File: config.mk
export PLATFORM = sky130hd
export DESIGN_NAME = display_pll_clock_sequencer
export DESIGN_NICKNAME = d
export VERILOG_FILES = /design/src/verilog/clk_seq_pkg.sv /design/src/verilog/display_pll_clock_sequencer.sv
export SDC_FILE = /design/constraint.sdc
export NUM_CORES = 1
export LEC_CHECK = 0
export BUFFER_PORTS_ARGS = -buffer_cell sky130_fd_sc_hd__buf_2
export CAP_MARGIN = 20
export CORE_UTILIZATION = 30
export DETAILED_ROUTE_END_ITERATION = 6
export GPL_TIMING_DRIVEN = 0
export SLEW_MARGIN = 20
export SYNTH_ARGS = -nofsm -noshare
export SYNTH_HDL_FRONTEND = slang
export SYNTH_SLANG_ARGS = --single-unit
File: constraint.sdc
create_clock -name CLK_I -period 4.41 [get_ports CLK_I]
set_input_delay 0.441 -clock CLK_I [delete_from_list [all_inputs] [get_ports CLK_I]]
set_output_delay 0.441 -clock CLK_I [all_outputs]
set_load 0.02 [all_outputs]
File: src/verilog/clk_seq_pkg.sv
// Constants for the display PLL clock sequencer.
// Assumes one 125 MHz system clock; reference selection comes from a strap port.
package clk_seq_pkg;
  localparam int CLK_MHZ = 125;
  // Reference selection codes
  localparam logic [1:0] REF_19P2 = 2'h0;
  localparam logic [1:0] REF_24 = 2'h1;
  localparam logic [1:0] REF_38P4 = 2'h2;
  // Core clock frequency selection codes
  localparam logic [2:0] CDF_LOW = 3'h0;
  localparam logic [2:0] CDF_192 = 3'h1;
  localparam logic [2:0] CDF_MID = 3'h2;
  localparam logic [2:0] CDF_HALF = 3'h3;
  localparam logic [2:0] CDF_HIGH = 3'h4;
  localparam logic [2:0] CDF_TOP = 3'h5;
  localparam logic [1:0] DOUBLE_RATE_CORE_CLOCK_DIV1 = 2'h1;
  localparam logic [1:0] DOUBLE_RATE_CORE_CLOCK_DIV2 = 2'h2;
  localparam logic [7:0] RATIO_BYPASS = 8'h00;
  // PLL timing limits
  localparam int LOCK_TIME_NS = 50000;
  localparam int UNLOCK_TIME_NS = 1000;
  localparam int LOCK_CYC = (LOCK_TIME_NS * CLK_MHZ) / 1000;
  localparam int UNLOCK_CYC = (UNLOCK_TIME_NS * CLK_MHZ) / 1000;
  localparam int LOCK_W = 16;
  // Escape divisor M is in 8X cycles; 1X divisor is ceiling(M/8)
  localparam int ESC_M_W = 8;
  localparam int ESC_SHIFT = 3;
  localparam logic [ESC_M_W-1:0] ESC_ROUND = 8'h07;
  localparam int NUM_PLL = 5;
  localparam int UNAVAIL_PLL = 3;
  localparam int TUNNEL_PLL = 2;
  // Oscillator integers for a 24 MHz reference
  localparam logic [9:0] OSC_INT_A = 10'h151;
  localparam logic [14:0] OSC_FRAC_A = 15'h4000;
  localparam logic [9:0] OSC_INT_B = 10'h168;
  localparam logic [9:0] OSC_INT_C = 10'h195;
  typedef enum logic [2:0] {
    S_OFF = 3'b000,
    S_PWR = 3'b001,
    S_LOCKING = 3'b010,
    S_LOCKED = 3'b011,
    S_UNLOCKING = 3'b100
  } pll_state_t;
endpackage

File: src/verilog/display_pll_clock_sequencer.sv
// Display PLL clock sequencer: core clock ratio select, PLL power/lock status per PLL,
// and the DSI byte-clock side: escape emulation, receive escape clock, fifo inlet.
// Assumes software follows the enable/disable sequences and never retunes a live PLL.
`timescale 1ns/1ps
// How it works
// RQ1 - Ratio/divider pairs for 19.2, 38.4 references
// RQ2 - Ratio/divider pairs for 24 MHz reference
// RQ3 - Core-clock control crosses into byte clock
// RQ4 - Byte clock moves one byte per lane
// RQ5 - LP transmit changes only at escape rate
// RQ6 - Escape divide N equals ceiling of M/8
// RQ7 - Receive escape clock is XOR of lines
// RQ8 - Forwarded byte data absorbed by inlet fifo
// RQ9 - PLL is 8X; fixed 4X/1X, variable escape
// RQ10 - Software never retunes an enabled PLL
// RQ11 - Power state asserts at once after enable
// RQ12 - Software reads config back before enabling
// RQ13 - Software runs voltage switching around changes
// RQ14 - Lock reported within 50 microseconds
// RQ15 - Software maps port before ungating it
// RQ16 - Unlock within 1 microsecond, power drops
// RQ17 - Software uses listed 24 MHz oscillator values
// RQ18 - PLL four unavailable, PLL three tunnelling
// RQ19 - Two-port variants use first two PLLs
// RQ20 - Bypass core clock is reference halved
// RQ21 - Core freq is ref times ratio over 2*div
module display_pll_clock_sequencer #(
  parameter int LOCK_CYCLES = clk_seq_pkg::LOCK_CYC,
  parameter int UNLOCK_CYCLES = clk_seq_pkg::UNLOCK_CYC,
  parameter int LANES = 4
) (
  input wire logic CLK_I,
  input wire logic RST_I,
  input wire logic [1:0] REF_SEL_I,
  input wire logic CD_PLL_EN_I,
  input wire logic [2:0] CD_FREQ_SEL_I,
  output logic [7:0] CD_RATIO_O,
  output logic [1:0] CD_DIV_O,
  output logic CD_BYPASS_O,
  input wire logic [clk_seq_pkg::NUM_PLL-1:0] PLL_POWER_EN_I,
  input wire logic [clk_seq_pkg::NUM_PLL-1:0] PLL_EN_I,
  output logic [clk_seq_pkg::NUM_PLL-1:0] PLL_POWER_STATE_O,
  output logic [clk_seq_pkg::NUM_PLL-1:0] PLL_LOCK_O,
  output logic [clk_seq_pkg::NUM_PLL-1:0] PLL_AVAILABLE_O,
  input wire logic [clk_seq_pkg::ESC_M_W-1:0] ESC_DIV_M_I,
  input wire logic [1:0] LP_TX_I,
  output logic [1:0] LP_TX_O,
  output logic ESC_TICK_O,
  input wire logic [1:0] LP_RX_I,
  output logic RX_ESC_CLK_O,
  input wire logic [LANES*8-1:0] HS_BYTES_I,
  input wire logic HS_VALID_I,
  output logic [LANES*8-1:0] HS_BYTES_O,
  output logic HS_VALID_O
);
  localparam int CNT_W = clk_seq_pkg::LOCK_W;
  logic [7:0] ratio_next;
  logic [1:0] div_next;
  logic [clk_seq_pkg::ESC_M_W-1:0] esc_n;
  logic [clk_seq_pkg::ESC_M_W:0] esc_sum;
  logic [clk_seq_pkg::ESC_M_W-1:0] esc_cnt_reg;
  logic [LANES*8-1:0] inlet_reg [2];
  logic [1:0] inlet_vld_reg;
  logic inlet_wr_reg;
  logic inlet_rd_reg;

  // RQ1 RQ2 ratio table
  always_comb begin
    ratio_next = clk_seq_pkg::RATIO_BYPASS;
    div_next = clk_seq_pkg::DOUBLE_RATE_CORE_CLOCK_DIV1;
    if (REF_SEL_I == clk_seq_pkg::REF_24) begin
      unique case (CD_FREQ_SEL_I)
        clk_seq_pkg::CDF_LOW: ratio_next = 8'h0F;
        clk_seq_pkg::CDF_192: ratio_next = 8'h10;
        clk_seq_pkg::CDF_MID: ratio_next = 8'h1A;
        clk_seq_pkg::CDF_HALF: begin
          ratio_next = 8'h36;
          div_next = clk_seq_pkg::DOUBLE_RATE_CORE_CLOCK_DIV2;
        end
        clk_seq_pkg::CDF_HIGH: ratio_next = 8'h2E;
        clk_seq_pkg::CDF_TOP: ratio_next = 8'h36;
        default: ratio_next = clk_seq_pkg::RATIO_BYPASS;
      endcase
    end else begin
      unique case (CD_FREQ_SEL_I)
        clk_seq_pkg::CDF_LOW: ratio_next = 8'h12;
        clk_seq_pkg::CDF_192: ratio_next = 8'h14;
        clk_seq_pkg::CDF_MID: ratio_next = 8'h20;
        clk_seq_pkg::CDF_HALF: begin
          ratio_next = 8'h44;
          div_next = clk_seq_pkg::DOUBLE_RATE_CORE_CLOCK_DIV2;
        end
        clk_seq_pkg::CDF_HIGH: ratio_next = 8'h3A;
        clk_seq_pkg::CDF_TOP: ratio_next = 8'h44;
        default: ratio_next = clk_seq_pkg::RATIO_BYPASS;
      endcase
      // 38.4 reference uses half the 19.2 ratio
      if (REF_SEL_I == clk_seq_pkg::REF_38P4) begin
        ratio_next = {1'b0, ratio_next[7:1]};
      end
    end
  end

  // RQ20 RQ21 bypass when PLL off
  always_ff @(posedge CLK_I or posedge RST_I) begin
    if (RST_I) begin
      CD_RATIO_O <= clk_seq_pkg::RATIO_BYPASS;
      CD_DIV_O <= clk_seq_pkg::DOUBLE_RATE_CORE_CLOCK_DIV1;
      CD_BYPASS_O <= 1'b1;
    end else begin
      CD_RATIO_O <= CD_PLL_EN_I ? ratio_next : clk_seq_pkg::RATIO_BYPASS;
      CD_DIV_O <= CD_PLL_EN_I ? div_next : clk_seq_pkg::DOUBLE_RATE_CORE_CLOCK_DIV1;
      CD_BYPASS_O <= ~CD_PLL_EN_I;
    end
  end

  genvar g;
  generate
    for (g = 0; g < clk_seq_pkg::NUM_PLL; g++) begin : g_pll
      clk_seq_pkg::pll_state_t state_reg;
      logic [CNT_W-1:0] cnt_reg;
      // RQ18 fourth PLL unavailable
      localparam bit USABLE = (g != clk_seq_pkg::UNAVAIL_PLL);
      assign PLL_AVAILABLE_O[g] = USABLE;
      always_ff @(posedge CLK_I or posedge RST_I) begin
        if (RST_I) begin
          state_reg <= clk_seq_pkg::S_OFF;
          cnt_reg <= '0;
        end else if (!USABLE) begin
          state_reg <= clk_seq_pkg::S_OFF;
          cnt_reg <= '0;
        end else begin
          unique case (state_reg)
            // RQ11 power state immediate
            clk_seq_pkg::S_OFF: if (PLL_POWER_EN_I[g]) state_reg <= clk_seq_pkg::S_PWR;
            clk_seq_pkg::S_PWR: begin
              cnt_reg <= '0;
              if (!PLL_POWER_EN_I[g]) state_reg <= clk_seq_pkg::S_OFF;
              else if (PLL_EN_I[g]) state_reg <= clk_seq_pkg::S_LOCKING;
            end
            // RQ14 lock within bound
            clk_seq_pkg::S_LOCKING: begin
              cnt_reg <= cnt_reg + 1'b1;
              if (!PLL_EN_I[g]) state_reg <= clk_seq_pkg::S_PWR;
              else if (cnt_reg >= CNT_W'(LOCK_CYCLES - 1)) begin
                state_reg <= clk_seq_pkg::S_LOCKED;
              end
            end
            clk_seq_pkg::S_LOCKED: begin
              cnt_reg <= '0;
              if (!PLL_EN_I[g]) state_reg <= clk_seq_pkg::S_UNLOCKING;
            end
            // RQ16 unlock within bound
            clk_seq_pkg::S_UNLOCKING: begin
              cnt_reg <= cnt_reg + 1'b1;
              if (cnt_reg >= CNT_W'(UNLOCK_CYCLES - 1)) state_reg <= clk_seq_pkg::S_PWR;
            end
            default: state_reg <= clk_seq_pkg::S_OFF;
          endcase
        end
      end
      assign PLL_POWER_STATE_O[g] = (state_reg != clk_seq_pkg::S_OFF);
      assign PLL_LOCK_O[g] = (state_reg == clk_seq_pkg::S_LOCKED) ||
                             (state_reg == clk_seq_pkg::S_UNLOCKING);
    end
  endgenerate

  // RQ6 ceiling of M over 8, never below one
  always_comb begin
    // One spare bit so that the rounding add cannot wrap for large M
    esc_sum = {1'b0, ESC_DIV_M_I} + {1'b0, clk_seq_pkg::ESC_ROUND};
    esc_n = clk_seq_pkg::ESC_M_W'(esc_sum >> clk_seq_pkg::ESC_SHIFT);
    if (esc_n == '0) esc_n = 8'h01;
  end

  // RQ5 RQ9 escape emulated from byte clock
  always_ff @(posedge CLK_I or posedge RST_I) begin
    if (RST_I) begin
      esc_cnt_reg <= '0;
      ESC_TICK_O <= 1'b0;
    end else if (esc_cnt_reg >= esc_n - 1'b1) begin
      esc_cnt_reg <= '0;
      ESC_TICK_O <= 1'b1;
    end else begin
      esc_cnt_reg <= esc_cnt_reg + 1'b1;
      ESC_TICK_O <= 1'b0;
    end
  end

  // RQ5 LP lines change on tick only
  always_ff @(posedge CLK_I or posedge RST_I) begin
    if (RST_I) LP_TX_O <= 2'h3;
    else if (ESC_TICK_O) LP_TX_O <= LP_TX_I;
  end

  // RQ7 receive escape XOR
  always_ff @(posedge CLK_I or posedge RST_I) begin
    if (RST_I) RX_ESC_CLK_O <= 1'b0;
    else RX_ESC_CLK_O <= LP_RX_I[0] ^ LP_RX_I[1];
  end

  // RQ3 RQ4 RQ8 two-entry inlet fifo absorbs phase slip
  always_ff @(posedge CLK_I or posedge RST_I) begin
    if (RST_I) begin
      inlet_wr_reg <= 1'b0;
      inlet_rd_reg <= 1'b0;
      inlet_vld_reg <= 2'h0;
      HS_BYTES_O <= '0;
      HS_VALID_O <= 1'b0;
    end else begin
      if (HS_VALID_I) begin
        inlet_reg[inlet_wr_reg] <= HS_BYTES_I;
        inlet_wr_reg <= ~inlet_wr_reg;
      end
      inlet_vld_reg <= {inlet_vld_reg[0], HS_VALID_I};
      HS_VALID_O <= inlet_vld_reg[1];
      if (inlet_vld_reg[1]) begin
        HS_BYTES_O <= inlet_reg[inlet_rd_reg];
        inlet_rd_reg <= ~inlet_rd_reg;
      end
    end
  end
endmodule

==> flow_metrics.py <==
metrics = {
    "setup_path": {
        "crit_fanout": 9,
        "critPathRequiredTime_ps": 4750,
        "cp-end-kind": "register",
        "crit_buf_inv": 1,
        "crit_chain": "buf_2 -> or4_1 -> o21ai_0 -> ha_1 -> nor3_1 -> a31oi_1 -> xor2_1 -> ha_1 -> a21o_1 -> a2111oi_0 -> o21ai_1 -> and2_1",
        "cp_top_family": "compound AO/OA/AOI/OAI gates",
        "cpMaxStageDelayCell": "or4_1",
        "arrival_ps": 3470,
        "cp-start-kind": "primary input",
        "max_stage_delay_ps": 530,
        "cpMostUsedCell": "ha_1",
        "crit_type": "in2reg",
    },
    "final_layout": {
        "layout_common_cells": "131 x dfrtp_1, 119 x buf_2, 79 x nor2_1",
        "multi_input_area_sq_mm": 0.00379,
        "layout_commonest_cell": "dfrtp_1",
        "drive_above_1_share_pct": 20.1,
        "post-route-util_pct": 36.8,
        "regArea_sq_mm": 0.00531,
        "fillers": 3072,
        "synthToLayoutAreaGrowth_pct": 20.1,
        "fin_cells": 1408,
        "final_nets": 1081,
    },
    "synthesis": {
        "synth_flop_cell": "dfrtp_1",
        "yosys_warnings": 0,
        "syn_area_sq_mm": 0.00940,
        "ys_seq_elements": 199,
        "yosysUniqueCellTypes": 77,
        "postSynthCellCount": 848,
        "avgSynthCellArea_sq_um": 11.1,
        "synthArstFlopShare_pct": 67.8,
        "seq_area_frac_synth_pct": 56.5,
        "synth_edf_count": 64,
    },
    "die": {
        "die_h_um": 179,
        "die_w_um": 179,
        "core.rowCount": 64,
        "ios": 126,
        "core_area_sq_mm": 0.0307,
        "start_util_pct": 30.6,
        "die_area_sq_mm": 0.0320,
    },
    "timing": {
        "clock_skew_ps": 13.2,
        "finalMaxSlewViolations": 0,
        "finalCritPeriodShare_pct": 70.9,
        "setup_ws_ps": 1280,
        "max-slew-margin-rel_pct": 43.3,
        "rsz0062_at_grt": "no",
        "min_period_ps": 3130,
        "finalHoldViolations": 0,
        "finalSetupViolCount": 0,
        "whs_ps": 26.1,
        "fmax_mhz": 320,
        "tightest_slew_ps": 839,
    },
    "global_routing": {
        "grt_pass1_vias": 6466,
        "track_usage_pct": 13.0,
        "antenna_found_initial": 4,
        "overflow": 0,
        "grt_max_degree": 32,
        "grt_pass1_wl_um": 32300,
    },
    "clock_tree": {
        "htree_levels": 4,
        "cts_hold_buf": 0,
        "clockRootBuffer": "clkbuf_16",
        "cts_made_buffers": 17,
        "clk_pin_slew_ps": 80,
        "postCtsSetupBuffers": 0,
        "cts_resized": 0,
        "insertion_delay_ps": 450,
        "cts_sinks": 199,
        "tritoncts": "yes",
        "cts_buffer_depth": 2,
    },
    "detailed_routing": {
        "route.detailed.drc": 0,
        "dr.pass1.iters": 4,
        "drt-total-wl_um": 19700,
        "viasPerCell": 4.73,
        "ant_nets": 0,
        "vias": 6653,
        "drtIter0Drc": 312,
        "routedWlPerCell_um": 14.0,
    },
    "power": {
        "power_density_mw_per_mm2": 478,
        "p_leak_nw": 4.77,
        "irDropWorstVdd_uv": 243,
    },
    "min_path": {
        "hold_class": "in2async",
    },
    "placement": {
        "dpl.cell_count": 1373,
        "port_buffers": 111,
        "dp_hpwl_um": 13800,
        "dp_slack_ps": 821,
        "globalplace.congestion": 0.790,
    },
    "flow_run": {
        "maxCapViolCount": 0,
    },
    "outcome": {
        "status": "finished, final reports clean",
    },
}
[worst reg2reg max path, stage by stage (launching register included)]
cell and delay [ps]:
dfrtp_1 490, inv_1 130, ha_1 150, or3b_1 330, a21oi_1 160, o21ai_0 120
a31o_2 270, a32o_1 210
[where the power goes]
group          switching (mW)  total, mW  internal [mW]
Combinational           0.893       1.44          0.547
Sequential              0.146       2.31           2.17
Clock                   0.770       1.64          0.870
[path summary, 6_finish.rpt]
path	from	end	slack [ps]	cells past startpoint
max reg2reg	g_pll[2].cnt_reg[0]$_DFFE_PP0P_	g_pll[2].state_reg[0]$_DFFE_PP0P_	2440	7
max in group asynchronous	RST_I	CD_BYPASS_O$_DFF_PP1_	3640	4
min reg2reg	inlet_vld_reg[0]$_DFF_PP0_	inlet_vld_reg[1]$_DFF_PP0_	360	0
min in group CLK_I	HS_VALID_I	inlet_vld_reg[0]$_DFF_PP0_	140	1
max	ESC_DIV_M_I[2]	ESC_TICK_O$_DFF_PP0_	1280	12
min	RST_I	inlet_wr_reg$_DFFE_PP0P_	30	2
[area by class of cell]
type,instances,area share [%]
Clock inverter,13,1.63
Inverter,31,1.06
Sequential cell,199,47.0
Tap cell,396,4.39
Clock buffer,19,3.84
Multi-Input combinational cell,584,33.6
Antenna cell,3,0.0666
Buffer,42,1.92
Timing Repair Buffer,121,6.42
[cells in the mapped netlist (3+ instances only)]
library cell / instances / share of area, %
nand4_1: 19 / 1.3
nor2b_1: 10 / 0.67
nand2b_1: 12 / 0.80
o41ai_1: 3 / 0.28
nand3b_1: 6 / 0.48
nor4_2: 4 / 0.53
inv_1: 31 / 1.2
dfrtp_1: 131 / 35
o31ai_1: 7 / 0.56
a31oi_1: 5 / 0.33
dfstp_2: 4 / 1.1
a21oi_1: 62 / 3.3
nor3_1: 15 / 0.80
nand3_1: 31 / 1.7
ha_1: 22 / 2.9
nand2_1: 75 / 3.0
o211ai_1: 4 / 0.32
and3_1: 10 / 0.67
a31o_2: 4 / 0.37
xnor2_1: 12 / 1.1
nor4_1: 10 / 0.67
a21o_1: 3 / 0.24
nor3b_1: 4 / 0.32
clkbuf_1: 20 / 0.80
edfxtp_1: 64 / 20
xor2_1: 33 / 3.1
o21ai_0: 32 / 1.7
mux2i_1: 51 / 5.4
nor4b_1: 3 / 0.28
buf_2: 8 / 0.43
nor2_1: 79 / 3.2
buf_1: 3 / 0.12
buf_4: 9 / 0.72
or3_1: 5 / 0.33
a311oi_1: 3 / 0.28
[layer usage]
metal  wire [um]  GRT usage (%)  vias to the layer above
li1            -              -                     3320
met1        9150           16.3                     3196
met2        9270           21.3                      119
met3        1090           4.05                       16
met4         216           3.92                        2
met5          13              0                        -
[through the flow]
step                      TNS, ps  area, sq um  power, mW
after global placement     -61840        10500       3.77
after detailed placement        0        10700       3.82
after global routing            0        11300       5.74
after CTS                       0        11300       5.50
after floorplan                 0         9430       3.36
final                           0        11300       5.40
[kinds of logic (layout without fill, tap and decap cells)]
kind of cell	count (synthesis)	count (layout)	share of synthesized area, %
simple gates	305	305	17.2
other cells	2	13	0.0799
flops	199	199	56.5
mux	53	53	5.67
fa+ha+maj	22	22	2.93
xor+xnor	45	45	4.19
compound gates	149	149	9.93
buf+inv	73	226	3.54
Note: power is estimated with default switching activity, not from simulation.
